`src/bvr_pkg.sv`:
```
/*
 * Shared definitions for the boost voltage and identifier register bank:
 * register offsets, field layouts, reset values, voltage lookup tables.
 * Assumes every user refers to these names as bvr_pkg::name.
 */
`default_nettype none

package bvr_pkg;

    // Register offsets on the byte-wide register port
    localparam logic [7:0] ADDR_IDENT = 8'h0E;
    localparam logic [7:0] ADDR_REVISION = 8'h0F;
    localparam logic [7:0] ADDR_BOOST_A = 8'h16;
    localparam logic [7:0] ADDR_BANK_B = 8'h19;
    localparam logic [7:0] ADDR_BOOST_B = 8'h1A;
    localparam logic [7:0] ADDR_VARIANT = 8'h1C;
    localparam logic [7:0] ADDR_SPARE = 8'h1D;

    localparam int STRING_COUNT = 6;
    localparam int CODE_WIDTH = 5;
    localparam int MV_WIDTH = 16;

    // Bits 7:6 ceiling, bit 5 tracking enable, bits 4:0 initial code
    typedef struct packed {
        logic [1:0] boost_voltage_ceiling;
        logic headroom_tracking_enable;
        logic [4:0] initial_boost_code;
    } bvr_boost_cfg_type;

    // Identifier: customer code in 7:4, configuration code in 3:0
    typedef struct packed {
        logic [3:0] customer_code;
        logic [3:0] configuration_code;
    } bvr_ident_type;

    // One register access per cycle; rd and wr are one-cycle strobes
    typedef struct packed {
        logic wr;
        logic rd;
        logic [7:0] addr;
        logic [7:0] wdata;
    } bvr_reg_req_type;

    localparam bvr_boost_cfg_type BOOST_CFG_RESET = 8'h00;
    localparam logic [5:0] STRING_ENABLE_RESET = 6'h00;
    localparam logic [7:0] SPARE_RESET = 8'h00;
    localparam bvr_ident_type IDENT_RESET = 8'h00;
    localparam logic [1:0] BANK_B_RESERVED = 2'h0;
    localparam logic [3:0] VARIANT_RESERVED = 4'h0;
    localparam logic [7:0] READ_UNMAPPED = 8'h00;

    // Boost voltage per initial code, in millivolts, code 0 first
    localparam logic [15:0] CODE_MV [0:31] = '{
        16'h1B58, 16'h1E00, 16'h209E, 16'h2346, 16'h25EE, 16'h2896,
        16'h2B34, 16'h2DDC, 16'h3084, 16'h3322, 16'h35CA, 16'h3872,
        16'h3B1A, 16'h3DB8, 16'h4060, 16'h4308, 16'h45B0, 16'h4858,
        16'h4B00, 16'h4D9E, 16'h5046, 16'h52EE, 16'h5596, 16'h5834,
        16'h5ADC, 16'h5D84, 16'h6022, 16'h62CA, 16'h6572, 16'h681A,
        16'h6AB8, 16'h6D60
    };

    // Ceiling voltage per ceiling code: 18 V, 22 V, 25 V, 28 V
    localparam logic [15:0] CEILING_MV [0:3] = '{
        16'h4650, 16'h55F0, 16'h61A8, 16'h6D60
    };

    // Highest initial code whose voltage does not pass each ceiling
    localparam logic [4:0] CEILING_CODE [0:3] = '{
        5'h10, 5'h16, 5'h1A, 5'h1F
    };

    // Floor of the tracking range, 7 V
    localparam logic [15:0] FLOOR_MV = 16'h1B58;

endpackage : bvr_pkg

`default_nettype wire
```
`src/bvr_boost_limiter.sv`:
```
/*
 * Per-boost voltage request stage: picks the fixed initial code or the
 * loop's tracking code and clamps it to the configured ceiling.
 * Assumes the loop request arrives from logic on the same clock.
 */
`timescale 1ns/1ps
`default_nettype none

module bvr_boost_limiter (
    input wire logic mclk, // System clock
    input wire logic rst_b, // Synchronous reset, active low
    input wire bvr_pkg::bvr_boost_cfg_type cfg, // Stored voltage settings
    input wire logic [4:0] loop_code, // Code wanted by the boost loop
    output logic [4:0] target_code, // Code sent to the boost loop
    output logic [15:0] target_mv, // Requested voltage in millivolts
    output logic [15:0] ceiling_mv // Decoded ceiling in millivolts
);

    logic [4:0] ceil_code;
    logic [4:0] wanted_code;
    logic [4:0] next_code;

    assign ceil_code = bvr_pkg::CEILING_CODE[cfg.boost_voltage_ceiling];

    always_comb begin
        if (cfg.headroom_tracking_enable) begin
            wanted_code = loop_code;
        end else begin
            wanted_code = cfg.initial_boost_code;
        end
        // Clamp applies to the fixed code too, so no setting exceeds it
        if (wanted_code > ceil_code) begin
            next_code = ceil_code;
        end else begin
            next_code = wanted_code;
        end
    end

    always_ff @(posedge mclk) begin
        if (!rst_b) begin
            target_code <= 5'h00;
            target_mv <= bvr_pkg::FLOOR_MV;
            ceiling_mv <= bvr_pkg::CEILING_MV[0];
        end else begin
            target_code <= next_code;
            target_mv <= bvr_pkg::CODE_MV[next_code];
            ceiling_mv <= bvr_pkg::CEILING_MV[cfg.boost_voltage_ceiling];
        end
    end
endmodule : bvr_boost_limiter

`default_nettype wire

```
`src/bvr_boost_voltage_regs.sv`:
```
/*
 * Boost voltage, bank B string enable and identifier register bank with
 * the string gating and the two boost request limiters.
 * Assumes a byte-wide register port driven on mclk, fault flags from
 * analog comparators (asynchronous) and a nonvolatile identifier word
 * that is valid when reset is released.
 */
`timescale 1ns/1ps
`default_nettype none

module bvr_boost_voltage_regs #(
    parameter logic [3:0] MAJOR_REV = 4'h1, // Arbitrary value
    parameter logic [3:0] MINOR_REV = 4'h0, // Arbitrary value
    parameter logic [3:0] VARIANT_CODE = 4'h5 // Arbitrary value
) (
    input wire logic mclk, // System clock, 100 MHz
    input wire logic rst_b, // Synchronous reset, active low
    input wire bvr_pkg::bvr_reg_req_type reg_req, // Register access
    output logic [7:0] reg_rdata, // Read data, one cycle after rd
    output logic reg_rvalid, // Read data valid pulse
    input wire logic [7:0] nv_id_codes, // Factory identifier word
    input wire logic auto_fault_removal, // Drop faulty strings when 1
    input wire logic backlight_on, // Backlight running
    input wire logic [5:0] string_open, // Open flags, asynchronous
    input wire logic [5:0] string_short, // Short flags, asynchronous
    input wire logic [4:0] boost_a_loop_code, // Boost A loop request
    input wire logic [4:0] boost_b_loop_code, // Boost B loop request
    output bvr_pkg::bvr_boost_cfg_type boost_a_cfg, // Boost A settings
    output bvr_pkg::bvr_boost_cfg_type boost_b_cfg, // Boost B settings
    output logic [4:0] boost_a_target_code, // Boost A request code
    output logic [15:0] boost_a_target_mv, // Boost A request voltage
    output logic [4:0] boost_b_target_code, // Boost B request code
    output logic [15:0] boost_b_target_mv, // Boost B request voltage
    output logic [5:0] bank_b_string_enables, // Stored string enables
    output logic [5:0] bank_b_string_active, // String drivers on
    output logic [5:0] bank_b_string_removed // Strings dropped by fault
);

    bvr_pkg::bvr_ident_type identifier_codes;
    logic [7:0] spare_user_byte;
    logic id_loaded;
    logic [7:0] next_rdata;
    logic [5:0] open_meta;
    logic [5:0] open_sync;
    logic [5:0] short_meta;
    logic [5:0] short_sync;
    logic [5:0] fault_now;
    logic [5:0] next_active;
    logic [5:0] next_removed;
    logic [15:0] boost_a_ceiling_mv;
    logic [15:0] boost_b_ceiling_mv;
    logic wr_boost_a;
    logic wr_boost_b;
    logic wr_bank_b;
    logic wr_spare;
    logic wr_ident;

    assign wr_boost_a = reg_req.wr && reg_req.addr == bvr_pkg::ADDR_BOOST_A;
    assign wr_boost_b = reg_req.wr && reg_req.addr == bvr_pkg::ADDR_BOOST_B;
    assign wr_bank_b = reg_req.wr && reg_req.addr == bvr_pkg::ADDR_BANK_B;
    assign wr_spare = reg_req.wr && reg_req.addr == bvr_pkg::ADDR_SPARE;
    assign wr_ident = reg_req.wr && reg_req.addr == bvr_pkg::ADDR_IDENT;

    // Boost voltage settings, one register per boost
    always_ff @(posedge mclk) begin
        if (!rst_b) begin
            boost_a_cfg <= bvr_pkg::BOOST_CFG_RESET;
        end else if (wr_boost_a) begin
            boost_a_cfg <= reg_req.wdata;
        end
    end

    always_ff @(posedge mclk) begin
        if (!rst_b) begin
            boost_b_cfg <= bvr_pkg::BOOST_CFG_RESET;
        end else if (wr_boost_b) begin
            boost_b_cfg <= reg_req.wdata;
        end
    end

    // Only the enable field is stored; bits 7:6 have no storage
    always_ff @(posedge mclk) begin
        if (!rst_b) begin
            bank_b_string_enables <= bvr_pkg::STRING_ENABLE_RESET;
        end else if (wr_bank_b) begin
            bank_b_string_enables <= reg_req.wdata[5:0];
        end
    end

    always_ff @(posedge mclk) begin
        if (!rst_b) begin
            spare_user_byte <= bvr_pkg::SPARE_RESET;
        end else if (wr_spare) begin
            spare_user_byte <= reg_req.wdata;
        end
    end

    // Storage word is caught on the first edge after release, never in
    // reset, so a late-settling storage read is still picked up.
    always_ff @(posedge mclk) begin
        if (!rst_b) begin
            id_loaded <= 1'b0;
            identifier_codes <= bvr_pkg::IDENT_RESET;
        end else begin
            id_loaded <= 1'b1;
            if (!id_loaded) begin
                identifier_codes <= nv_id_codes;
            end else if (wr_ident) begin
                identifier_codes <= reg_req.wdata;
            end
        end
    end

    // Read mux; revision and variant have no storage to write
    always_comb begin
        next_rdata = bvr_pkg::READ_UNMAPPED;
        case (reg_req.addr)
            bvr_pkg::ADDR_IDENT: next_rdata = identifier_codes;
            bvr_pkg::ADDR_REVISION: next_rdata = {MAJOR_REV, MINOR_REV};
            bvr_pkg::ADDR_BOOST_A: next_rdata = boost_a_cfg;
            bvr_pkg::ADDR_BANK_B: begin
                next_rdata = {bvr_pkg::BANK_B_RESERVED,
                              bank_b_string_enables};
            end
            bvr_pkg::ADDR_BOOST_B: next_rdata = boost_b_cfg;
            bvr_pkg::ADDR_VARIANT: begin
                next_rdata = {bvr_pkg::VARIANT_RESERVED, VARIANT_CODE};
            end
            bvr_pkg::ADDR_SPARE: next_rdata = spare_user_byte;
            default: next_rdata = bvr_pkg::READ_UNMAPPED;
        endcase
    end

    always_ff @(posedge mclk) begin
        if (!rst_b) begin
            reg_rvalid <= 1'b0;
            reg_rdata <= bvr_pkg::READ_UNMAPPED;
        end else begin
            reg_rvalid <= reg_req.rd;
            if (reg_req.rd) begin
                reg_rdata <= next_rdata;
            end
        end
    end

    // Fault comparators are asynchronous to mclk
    always_ff @(posedge mclk) begin
        if (!rst_b) begin
            open_meta <= 6'h00;
            open_sync <= 6'h00;
            short_meta <= 6'h00;
            short_sync <= 6'h00;
        end else begin
            open_meta <= string_open;
            open_sync <= open_meta;
            short_meta <= string_short;
            short_sync <= short_meta;
        end
    end

    assign fault_now = open_sync | short_sync;

    // Removal is latched until the backlight goes off, so a string that
    // faulted cannot flicker back on when the fault flag chatters.
    genvar gi;
    generate
        for (gi = 0; gi < bvr_pkg::STRING_COUNT; gi++) begin : g_string
            always_comb begin
                next_removed[gi] = bank_b_string_removed[gi];
                if (!backlight_on) begin
                    next_removed[gi] = 1'b0;
                end
                if (auto_fault_removal && backlight_on &&
                    bank_b_string_enables[gi] && fault_now[gi]) begin
                    next_removed[gi] = 1'b1;
                end
                next_active[gi] = bank_b_string_enables[gi] &&
                                  backlight_on;
                if (auto_fault_removal &&
                    (bank_b_string_removed[gi] || fault_now[gi])) begin
                    next_active[gi] = 1'b0;
                end
            end
        end
    endgenerate

    always_ff @(posedge mclk) begin
        if (!rst_b) begin
            bank_b_string_removed <= 6'h00;
            bank_b_string_active <= 6'h00;
        end else begin
            bank_b_string_removed <= next_removed;
            bank_b_string_active <= next_active;
        end
    end

    bvr_boost_limiter u_boost_a (
        .mclk(mclk),
        .rst_b(rst_b),
        .cfg(boost_a_cfg),
        .loop_code(boost_a_loop_code),
        .target_code(boost_a_target_code),
        .target_mv(boost_a_target_mv),
        .ceiling_mv(boost_a_ceiling_mv)
    );

    bvr_boost_limiter u_boost_b (
        .mclk(mclk),
        .rst_b(rst_b),
        .cfg(boost_b_cfg),
        .loop_code(boost_b_loop_code),
        .target_code(boost_b_target_code),
        .target_mv(boost_b_target_mv),
        .ceiling_mv(boost_b_ceiling_mv)
    );
endmodule : bvr_boost_voltage_regs

`default_nettype wire

```
`config.mk`:
```
export PLATFORM = sky130hd
export DESIGN_NAME = bvr_boost_voltage_regs
export DESIGN_NICKNAME = d
export VERILOG_FILES = /design/src/bvr_pkg.sv /design/src/bvr_boost_limiter.sv /design/src/bvr_boost_voltage_regs.sv
export SDC_FILE = /design/constraint.sdc
export NUM_CORES = 1
export LEC_CHECK = 0
export BUFFER_PORTS_ARGS = -buffer_cell sky130_fd_sc_hd__buf_2
export CORE_AREA = 2 2 148 150
export DETAILED_ROUTE_END_ITERATION = 12
export DIE_AREA = 0 0 150 152
export GPL_TIMING_DRIVEN = 0
export HOLD_SLACK_MARGIN = 0.08
export SLEW_MARGIN = 25
export SYNTH_ARGS = -nofsm -noshare
export SYNTH_HDL_FRONTEND = slang
export SYNTH_SLANG_ARGS = --single-unit
```
`constraint.sdc`:
```
create_clock -name mclk -period 8.8 [get_ports mclk]
set_clock_uncertainty 0.1 [all_clocks]
set_input_delay 2.64 -clock mclk [delete_from_list [all_inputs] [get_ports mclk]]
set_output_delay 2.64 -clock mclk [all_outputs]
set_load 0.01 [all_outputs]
```
==> impl_results.md, run 1 <==
* Post-synth EDFFs at 0
* Routability cong. at roughly 0.90
* Initial DRC count at around 570
* Slew HR at 0.3318
* Outcome: completed
* Pin count of the biggest net entering global routing at 17
* Core ar. at between 20000 and 25000 sq um
* Worst Setup Slack, final at around 2500 ps
* Overall Global Routing Usage at 0.1739
* Via count at 5986
* Achievable Freq at around 0.16 GHz
* Post-Syn Area at about 6200 sq um
* Total leakage power at around 3.2 nW
* Num ports at 137
* R2r endpoint: u_boost_a.target_mv[9]$_SDFF_PN1_
* Most common cell after layout, fill and taps aside: buf_2
* M3 GR Usage at 0.04294
* Critical Path RT at between 9000 and 10000 ps
* DR vias/cell at around 5.1
* Crit-path most repeated cell: a21oi_1
* CP max stage cell: clkinv_1
* Arr. time, crit path at 6520 ps
* WP buf/inv at 4
* Share of cells above drive strength 1 at 0.2486
* Initial Utilization at 0.2924
* Combinational Power Share at 0.046
* Pre-CTS WS at ~2100 ps
* I/O Buffers at 132
* Netlist cell types at 78
* Congestion Overflow GR at 0
* RSZ-0062 raised after global routing: no
* Die height at around 150 um
* Final period util at 0.7167
* R2r startpoint: boost_a_cfg[5]$_SDFFE_PN0P_
* DP HPWL at about 15 mm
* Yosys Warn Count at 0
* Pre-Repair DR Iteration Count at 5
* Clock Power Share at 0.535
* Area delta synth->final at 26.15%
* Worst reg2reg setup slack at 4220 ps
* Die area at between 20000 and 25000 sq um
* Setup bufs post-CTS at 0
* P per Cell Area at ~170 nW/um^2
* Max FO, Critical Path at 12
* Vias in the first global route at approximately 5600
* Syn_area_per_cell at about 8.6 sq um
* WP depth at 14
* Max IR drop VDD at slightly below 0.1 mV
* # resized after CTS at 0
* P_int at about 1.0 mW
* Slew @ Worst Pin at 974.4 ps
* Total power at roughly 1.3 mW
* Hold Path Depth at 1
* Post-layout nets at 950
* Yosys reg bits at ~120
* Routed len/inst at between 15 and 20 um
* Root buf cell: clkbuf_16
* GR peak layer: met2
* Mapped Cells at 722
* First-pass GRT wire length at 31.08 mm
* Setup crit end: u_boost_a.target_mv[9]$_SDFF_PN1_
* Num Clock Sinks at around 120
* Worst reg2reg path depth at 14
* Setup TNS at 0 ps
* Clk_lat worst skew at 420 ps
* Antenna cell count at 0
* Number of nets with antenna violations after routing at 0
* Max Cap Violations at 0
* Maximum level of the CTS H-tree at 4
* Number of remaining DRC errors at 0
* CP top delay family: buffers and inverters
* Row count at 54
* CTS Buf Count at 17
* Clk pin slew, worst setup/hold paths at around 60 ps
* Sw Ratio at 0.2485
* GR Layer Usage met2 at 0.2729
* Switching power total at about 0.34 mW
* CTS tree: done
* Sequential area share after synthesis at 0.3912
* CP startpoint: boost_a_loop_code[3]
* Hold WC Path Type: register to register
* Crit path cell chain: buf_2, mux2i_1, inv_1, ha_1, a21oi_1, a211o_1, and2_1, clkbuf_1, clkinv_1, ha_1, nor2_1, a21oi_1, a211oi_1, a21oi_1
* Main synth FF type: dfxtp_1
* Post-synth ARST share at 0
* Initial antenna violation count at 0
* Die width at approximately 150 um
* Overall routed net length at ~20 mm
* Startpoint Class: input port
* CP Capture Type: register
* Flop pwr share at 0.419
* Finish-stage setup viols at 0
* Fin. Hold Viols at 0
* Worst path max stage delay at around 500 ps
* Pins Over Slew Limit at 0
* Global Route met1 Usage at 0.2327
* Deepest clock path buffer count at 2
* WS Path Type: input port to register
* Fin crit period at 6307 ps
* Most frequent cells in the layout: buf_2 (142), dfxtp_1 (122), nand2_1 (85)
* Hold Buf Count CTS at 0
==> synth_stat cells, types with 6 or more instances <==
cell | number | area, sq um
a22oi_1 | 7 | 52.55
a211oi_1 | 16 | 120.1
o211ai_1 | 16 | 120.1
o21ai_1 | 11 | 55.05
nor2_1 | 63 | 236.5
a21o_1 | 6 | 45.04
mux2_2 | 7 | 78.83
nand3_1 | 25 | 125.1
and2_1 | 32 | 200.2
clkbuf_1 | 27 | 101.4
o31ai_1 | 10 | 75.07
mux2i_1 | 25 | 250.2
dfxtp_1 | 122 | 2442
nand2b_1 | 10 | 62.56
ha_1 | 22 | 275.3
a21oi_1 | 57 | 285.3
nand2_1 | 85 | 319.1
and3_1 | 10 | 62.56
buf_2 | 10 | 50.05
inv_1 | 20 | 75.07
a31oi_1 | 7 | 43.79
o21ai_0 | 17 | 85.08
nor3_1 | 14 | 70.07
==> cell families after synthesis <==
kind of cell | after synthesis | synth area share
other | 1 | 0.0006006
XOR/XNOR | 5 | 0.008217
AO/OA/AOI/OAI | 209 | 0.2481
multiplexers | 35 | 0.06212
buffers and inverters | 71 | 0.05130
AND/OR/NAND/NOR | 257 | 0.1944
flip-flops | 122 | 0.3912
adder cells (fa/ha/maj) | 22 | 0.04409
==> final cells by class <==
type / count / area [sq um]
Multi-Input combinational cell: 532 / 3498
Fill cell: 2221 / 13470
Buffer: 45 / 222.7
Timing Repair Buffer: 132 / 660.6
Inverter: 26 / 97.59
Clock buffer: 17 / 425.4
Clock inverter: 15 / 178.9
Tap cell: 280 / 350.3
Sequential cell: 122 / 2442
==> worst min-delay path by stage <==
stage,from,to,slack (ps)
after floorplan,open_meta[0]$_SDFF_PN0_,open_sync[0]$_SDFF_PN0_,310
after global placement,short_meta[3]$_SDFF_PN0_,short_sync[3]$_SDFF_PN0_,320
after detailed placement,short_meta[1]$_SDFF_PN0_,short_sync[1]$_SDFF_PN0_,320
after CTS,short_meta[3]$_SDFF_PN0_,short_sync[3]$_SDFF_PN0_,330
after global routing,short_meta[5]$_SDFF_PN0_,short_sync[5]$_SDFF_PN0_,350
final,short_meta[3]$_SDFF_PN0_,short_sync[3]$_SDFF_PN0_,330
==> registers in the layout, summed over array words and instances (netlist names) <==
signal and cells:
bank_b_string_active 6, boost_b_cfg 8, boost_a_cfg 8, open_sync 6
identifier_codes 8, u_boost_b.target_mv 14, bank_b_string_enables 6, u_boost_a.target_code 5
spare_user_byte 8, short_meta 6, u_boost_b.target_code 5, reg_rvalid 1
open_meta 6, short_sync 6, u_boost_a.target_mv 14, bank_b_string_removed 6
reg_rdata 8, id_loaded 1
==> metrics by stage <==
stage	hold WS (ps)	instances	instance area [sq um]	util
finish	329.0	1169	7876	0.3689
floorplan	311.9	725	6255	-
detailed placement	320.9	1137	7266	0.3403
CTS	329.4	1169	7870	0.3686
global placement	319.1	1137	7266	0.3403
global route	346.8	1169	7876	0.3689
==> power by group through the flow <==
stage | sequential [mW] | combinational, mW | clock, mW
after floorplan | 0.577 | 0.0303 | 0
after global placement | 0.578 | 0.0616 | 0
after detailed placement | 0.578 | 0.0617 | 0
after CTS | 0.565 | 0.0620 | 0.737
after global routing | 0.566 | 0.0677 | 0.761
final | 0.565 | 0.0617 | 0.721
==> metal layers <==
metal	wire, um	vias to the layer above	share of wire
met4	425	0	0.021
li1	-	2910	-
met1	8978	2779	0.45
met3	1498	34	0.075
met5	0	-	0
met2	9011	263	0.45
Power figures use the tool's default switching activity.
==> inputs of run 2 (changes only) <==
==> constraint.sdc (replaced) <==
create_clock -name mclk -period 5.4 [get_ports mclk]
set_clock_uncertainty 0.1 [all_clocks]
set_input_delay 1.62 -clock mclk [delete_from_list [all_inputs] [get_ports mclk]]
set_output_delay 1.62 -clock mclk [all_outputs]
set_load 0.01 [all_outputs]
==> impl_results.md, run 2 (same netlist as run 1, synthesis figures left out) <==
* Hold path start: short_meta[3]$_SDFF_PN0_
* Core ar. at 21350 sq um (unchanged)
* Row count at 54 (unchanged)
* WP depth at 15 (+1)
* # fillers at 2222 (+0.045%)
* Flop pwr share at 0.419 (about the same)
* Met3 WL at 1.410 mm (-5.9%)
* Max Cap Violations at 0 (unchanged)
* Total power at 2.201 mW (+63%)
* Post-layout nets at 950 (unchanged)
* Finish-stage setup viols at 0 (unchanged)
* WP buf/inv at 4 (unchanged)
* Share of cells above drive strength 1 at 0.2531 (+0.004499)
* Final period util at 0.9415
* Routed len/inst at 17.06 um (+0.14%)
* Most frequent cells in the layout: buf_2 (142), dfxtp_1 (122), nand2_1 (85)
* Overall routed net length at 19.94 mm (+0.14%)
* Fin crit period at approximately 5100 ps
* Final hold slack at 329.0 ps (+0.02100 ps)
* Reg area at 2442 sq um (unchanged)
* DR vias/cell at 5.095 (-0.50%)
* Clk_lat worst skew at 420 ps (about the same)
* Slew @ Worst Pin at 974.7 ps (+0.2824 ps)
* Area delta synth->final at 26.41%
* Clk pin slew, worst setup/hold paths at 60 ps (about the same)
* Sw Ratio at 0.2498 (+0.001312)
* CTS Buf Count at 17 (unchanged)
* Pre-Repair DR Iteration Count at 5 (unchanged)
* Crit-path most repeated cell: inv_1
* Num Clock Sinks at 122 (unchanged)
* Most common cell after layout, fill and taps aside: buf_2
* R2r startpoint: boost_a_cfg[5]$_SDFFE_PN0P_
* Max FO, Critical Path at 9 (-3)
* Initial antenna violation count at 0 (unchanged)
* Arr. time, crit path at 5330 ps (-1190 ps)
* Number of nets with antenna violations after routing at 0 (unchanged)
* R2r endpoint: u_boost_a.target_mv[7]$_SDFF_PN0_
* Maximum level of the CTS H-tree at 4 (unchanged)
* Die width at 150 um (unchanged)
* Area occupied by multi-input gates at 3507 sq um (+0.25%)
* Worst reg2reg path depth at 15 (+1)
* Final std cells w/o fill at 1169 (unchanged)
* Vias in the first global route at 5643 (unchanged)
* Slew HR at 0.3316 (about the same)
* Switching power total at 0.5498 mW (+64%)
* Congestion Overflow GR at 0 (unchanged)
* Hold Buf Count CTS at 0 (unchanged)
* Deepest clock path buffer count at 2 (unchanged)
* P_int at 1.651 mW (+63%)
* Max IR drop VDD at 0.1602 mV (+66%)
* I/O Buffers at 132 (unchanged)
* Initial DRC count at 603 (+5.2%)
* Top Registers: u_boost_a.target_mv: 14 flops, u_boost_b.target_mv: 14 flops
* First-pass GRT wire length at 31.08 mm (unchanged)
* CP Capture Type: register
* CP top delay family: compound AO/OA/AOI/OAI gates
* Routability cong. at 0.8994 (unchanged)
* Initial Utilization at 0.2924 (unchanged)
* Achievable Freq at roughly 0.20 GHz
* CP max stage cell: a221oi_4
* RSZ-0062 raised after global routing: no
* Hold Path Depth at 1 (unchanged)
* DP HPWL at 14.81 mm (unchanged)
* Die area at 22800 sq um (unchanged)
* Crit path cell chain: buf_2, mux2i_2, inv_1, ha_1, a21oi_1, o31ai_1, o21a_1, a221oi_4, inv_1, ha_1, inv_1, mux2_2, nor2_1, a31oi_1, o22ai_1
* Placed Instances at 1137 (unchanged)
* Pin count of the biggest net entering global routing at 17 (unchanged)
* Num ports at 137 (unchanged)
* Total leakage power at 3.219 nW (+0.20%)
* Overall Global Routing Usage at 0.1739 (unchanged)
* Clock Power Share at 0.536 (about the same)
* Antenna cell count at 0 (unchanged)
* Via count at 5956 (-0.50%)
* Fin. Hold Viols at 0 (unchanged)
* Combinational Power Share at 0.046 (about the same)
* Root buf cell: clkbuf_16
* Number of remaining DRC errors at 0 (unchanged)
* Pins Over Slew Limit at 0 (unchanged)
* CTS tree: done
* Hold EP: short_sync[3]$_SDFF_PN0_
* Max Used Layer: met4
* Wl on met1 at 9.076 mm (+1.1%)
* P per Cell Area at 278.9 nW/um^2 (+63%)
* Die height at 152 um (unchanged)
* Hold WC Path Type: register to register
* WS Path Type: input port to register
* Startpoint Class: input port
* Worst reg2reg setup slack at 1010 ps (-3210 ps)
* Critical Path RT at 5650 ps (-3360 ps)
* Worst path max stage delay at 490 ps (about the same)
* Outcome: completed
* Length of routed met2 wiring at 9.065 mm (+0.60%)
run 2: changes by cell type in the layout (fill, tap and decap cells not counted):
cell	delta
mux2i_2	+1
nor3_1	-1
clkinv_1	-1
nor3_2	+1
mux2i_1	-1
clkinvlp_4	+1
buf_4	+1
clkbuf_1	-1
run 2: per-stage QoR:
stage / setup WS [ps] / util / instance area (sq um) / TNS, ps
3_5_place_dp: -315.2 / 0.3403 / 7266 / -1788
2_1_floorplan: 636.9 / - / 6255 / 0
3_3_place_gp: -310.0 / 0.3403 / 7266 / -1655
6_report: 316.0 / 0.3697 / 7893 / 0
4_1_cts: 168.4 / 0.3686 / 7870 / 0
5_1_grt: 10.12 / 0.3697 / 7893 / 0
run 2: worst reg2reg max path: stages (launching register included):
cell and delay, ps:
dfxtp_1 380, buf_6 180, mux2i_2 430, inv_1 180
ha_1 350, a21oi_1 430, o31ai_1 180, o21a_1 240
a221oi_4 490, inv_1 240, ha_1 420, inv_1 100
mux2_2 280, nor2_1 90, a31oi_1 50, o22ai_1 180
run 2: area by class of cell:
type | instances | area share
multi-input combinational | 532 | 0.4444
inverter | 26 | 0.01284
timing repair buffer | 133 | 0.08465
clock inverter | 15 | 0.02267
tap | 280 | 0.04439
sequential | 122 | 0.3094
clock buffer | 17 | 0.05390
buffer | 44 | 0.02774
run 2: how the worst max path moves through the flow:
stage / slack, ps / startpoint / to
floorplan: 640 / boost_a_loop_code[3] / u_boost_a.target_mv[7]$_SDFF_PN0_
global placement: -310 / boost_a_loop_code[3] / u_boost_a.target_mv[9]$_SDFF_PN1_
detailed placement: -320 / boost_a_loop_code[3] / u_boost_a.target_mv[9]$_SDFF_PN1_
CTS: 170 / boost_a_loop_code[3] / u_boost_a.target_mv[9]$_SDFF_PN1_
global route: 10 / boost_a_loop_code[3] / u_boost_a.target_mv[7]$_SDFF_PN0_
finish: 320 / boost_a_loop_code[3] / u_boost_a.target_mv[7]$_SDFF_PN0_
run 2: layer usage:
metal	up-vias	global-route usage
li1	2915	-
met1	2771	0.2327
met2	241	0.2729
met3	29	0.04294
met4	0	0.05885
met5	-	0
run 2: repair_timing:
item                                    CTS  global route
hold endpoints to repair                  0             0
gates resized for setup                   0             3
endpoints found under the setup margin    0            10
setup buffers                             0             1
run 2: power by group through the flow:
stage                     Combinational, mW  Clock, mW  Sequential (mW)
after floorplan                      0.0494          0            0.941
after global placement                0.100          0            0.941
after detailed placement              0.101          0            0.941
after CTS                             0.101       1.20            0.921
after global routing                  0.111       1.24            0.923
final                                 0.101       1.18            0.921
==> inputs of run 3 (changes only) <==
--- a/config.mk
+++ b/config.mk
@@ -6,9 +6,9 @@
 export NUM_CORES = 1
 export LEC_CHECK = 0
 export BUFFER_PORTS_ARGS = -buffer_cell sky130_fd_sc_hd__buf_2
-export CORE_AREA = 2 2 148 150
+export CORE_AREA = 2 2 150 152
 export DETAILED_ROUTE_END_ITERATION = 12
-export DIE_AREA = 0 0 150 152
+export DIE_AREA = 0 0 152 154
 export GPL_TIMING_DRIVEN = 0
 export HOLD_SLACK_MARGIN = 0.08
 export SLEW_MARGIN = 25
==> constraint.sdc (replaced) <==
create_clock -name mclk -period 5.65 [get_ports mclk]
set_clock_uncertainty 0.1 [all_clocks]
set_input_delay 1.695 -clock mclk [delete_from_list [all_inputs] [get_ports mclk]]
set_output_delay 1.695 -clock mclk [all_outputs]
set_load 0.01 [all_outputs]
==> impl_results.md, run 3 (same netlist as run 1, synthesis figures left out) <==
* Deepest clock path buffer count at 2 (unchanged)
* Hold Path Depth at 1 (unchanged)
* Setup bufs post-CTS at 0 (unchanged)
* Number of nets with antenna violations after routing at 0 (unchanged)
* Initial DRC count at 519 (-14%)
* Pre-Repair DR Iteration Count at 7 (+2)
* Max FO, Critical Path at 10 (+1)
* Critical Path RT at 5890 ps (+240 ps)
* Placed Instances at 1137 (unchanged)
* CTS Buf Count at 17 (unchanged)
* Initial antenna violation count at 0 (unchanged)
* Hold path start: open_meta[2]$_SDFF_PN0_
* Clk_lat worst skew at 420 ps (about the same)
* Vias in the first global route at 5835 (+3.4%)
* CP top delay family: compound AO/OA/AOI/OAI gates
* RSZ-0062 raised after global routing: no
* Area delta synth->final at 25.19%
* Slew @ Worst Pin at 1037 ps (+62.56 ps)
* Top Registers: u_boost_a.target_mv: 14 flops, u_boost_b.target_mv: 14 flops
* Die width at 152 um (+1.3%)
* Congestion Overflow GR at 0 (unchanged)
* Num ports at 137 (unchanged)
* Die area at 23410 sq um (+2.7%)
* Pins Over Slew Limit at 0 (unchanged)
* Hold WC Path Type: register to register
* Maximum level of the CTS H-tree at 4 (unchanged)
* CP Capture Type: register
* CTS tree: done
* First-pass GRT wire length at 32.55 mm (+4.7%)
* I/O Buffers at 132 (unchanged)
* Worst Setup Slack, final at 410.2 ps (+94.15 ps)
* Outcome: completed
* Setup TNS at 0 ps (unchanged)
* Row count at 54 (unchanged)
* Worst reg2reg setup slack at 1200 ps (+190 ps)
* Clk pin slew, worst setup/hold paths at 60 ps (about the same)
* Routability cong. at 0.9343 (+3.9%)
* Arr. time, crit path at 5480 ps (+150 ps)
* Pin count of the biggest net entering global routing at 17 (unchanged)
* Fin. Hold Viols at 0 (unchanged)
* Antenna cell count at 0 (unchanged)
* Placed cell area at 7266 sq um (unchanged)
* Initial Utilization at 0.2879 (-0.004555)
* Hold Buf Count CTS at 0 (unchanged)
* Core ar. at 21690 sq um (+1.6%)
* Pre-CTS WS at -127.5 ps (+187.7 ps)
* Final period util at 0.9274
* R2r startpoint: boost_a_cfg[5]$_SDFFE_PN0P_
* Area occupied by multi-input gates at 3502 sq um (-0.14%)
* Reg area at 2442 sq um (unchanged)
* Fin util at 0.3604 (-0.009277)
* Root buf cell: clkbuf_16
* Die height at 154 um (+1.3%)
* Worst path max stage delay at 570 ps (+80 ps)
* Post-layout nets at 950 (unchanged)
* Total power at 1.970 mW (-10%)
* WP buf/inv at 4 (unchanged)
* Final std cells w/o fill at 1168 (-0.086%)
* Crit-path most repeated cell: inv_1
* Share of cells above drive strength 1 at 0.2489 (-0.004219)
* Most frequent cells in the layout: buf_2 (142), dfxtp_1 (122), nand2_1 (85)
* Hold EP: open_sync[2]$_SDFF_PN0_
* Worst reg2reg path depth at 15 (unchanged)
* Startpoint Class: input port
* Via count at 6039 (+1.4%)
* Number of remaining DRC errors at 0 (unchanged)
* Final instance area at 7816 sq um (-0.97%)
* Most common cell after layout, fill and taps aside: buf_2
* Achievable Freq at around 0.19 GHz
* DP HPWL at 14.85 mm (+0.25%)
* Fin crit period at between 5000 and 6000 ps
* Max IR drop VDD at 0.1656 mV (+3.4%)
* P per Cell Area at 252.0 nW/um^2 (-9.6%)
* WP depth at 15 (unchanged)
* Num Clock Sinks at 122 (unchanged)
* Overall Global Routing Usage at 0.1739 (about the same)
* Overall routed net length at 20.39 mm (+2.3%)
* Finish-stage setup viols at 0 (unchanged)
* WS Path Type: input port to register
* Final hold slack at 331.9 ps (+2.871 ps)
* R2r endpoint: u_boost_a.target_mv[7]$_SDFF_PN0_
* DR vias/cell at 5.170 (+1.5%)
* Max Cap Violations at 0 (unchanged)
* Crit path cell chain: buf_2, mux2i_2, inv_1, ha_1, nand2_1, nor3_1, o41ai_4, a221oi_4, inv_1, ha_1, inv_1, mux2_2, nor2_1, a31oi_1, o22ai_1
* CP max stage cell: a221oi_4
* # fillers at 2243 (+0.95%)
* Routed len/inst at 17.46 um (+2.3%)
* Total leakage power at 3.161 nW (-1.8%)
* Slew HR at 0.2887 (-0.04290)
## run 3: worst register-to-register path: stages (launching register included)
cell and delay [ps]:
dfxtp_1 360, buf_6 180, mux2i_2 450, inv_1 180, ha_1 360, nand2_1 170
nor3_1 460, o41ai_4 200, a221oi_4 570, inv_1 250, ha_1 420, inv_1 100
mux2_2 290, nor2_1 90, a31oi_1 50, o22ai_1 170
## run 3: worst max path at each step
| stage | startpoint | endpoint | slack [ps] |
|---|---|---|---|
| 6_report | boost_a_loop_code[3] | u_boost_a.target_mv[7]$_SDFF_PN0_ | 410 |
| 4_1_cts | boost_a_loop_code[3] | u_boost_a.target_mv[9]$_SDFF_PN1_ | 330 |
| 3_3_place_gp | boost_a_loop_code[3] | u_boost_a.target_mv[9]$_SDFF_PN1_ | -130 |
| 5_1_grt | boost_a_loop_code[3] | u_boost_a.target_mv[7]$_SDFF_PN0_ | 120 |
| 3_5_place_dp | boost_a_loop_code[3] | u_boost_a.target_mv[7]$_SDFF_PN0_ | -130 |
| 2_1_floorplan | boost_a_loop_code[3] | u_boost_a.target_mv[7]$_SDFF_PN0_ | 810 |
## run 3: routing by layer
metal  track usage  up-vias  share of wire
li1              -     2926              -
met1        0.2347     2841           0.45
met4       0.05785        0          0.017
met2        0.2756      240           0.45
met5             0        -              0
met3       0.03833       32          0.075
## run 3: cell type report
cell class,instances,area share
Sequential cell,122,0.3125
Inverter,26,0.01297
Tap cell,280,0.04482
Clock inverter,12,0.01201
Buffer,45,0.02849
Clock buffer,19,0.05667
Multi-Input combinational cell,532,0.4481
Timing Repair Buffer,132,0.08452
## run 3: power breakdown
part | switching, mW | total [mW] | internal, mW | leakage [nW]
Clock | 0.419 | 0.991 | 0.572 | 0.244
Combinational | 0.0617 | 0.0979 | 0.0362 | 1.93
Sequential | 0.00574 | 0.881 | 0.875 | 0.991
## run 3: what timing repair did
action	in CTS	in global routing
setup endpoints to repair	0	5
endpoints found under the hold margin	0	0
gates resized for setup	0	2
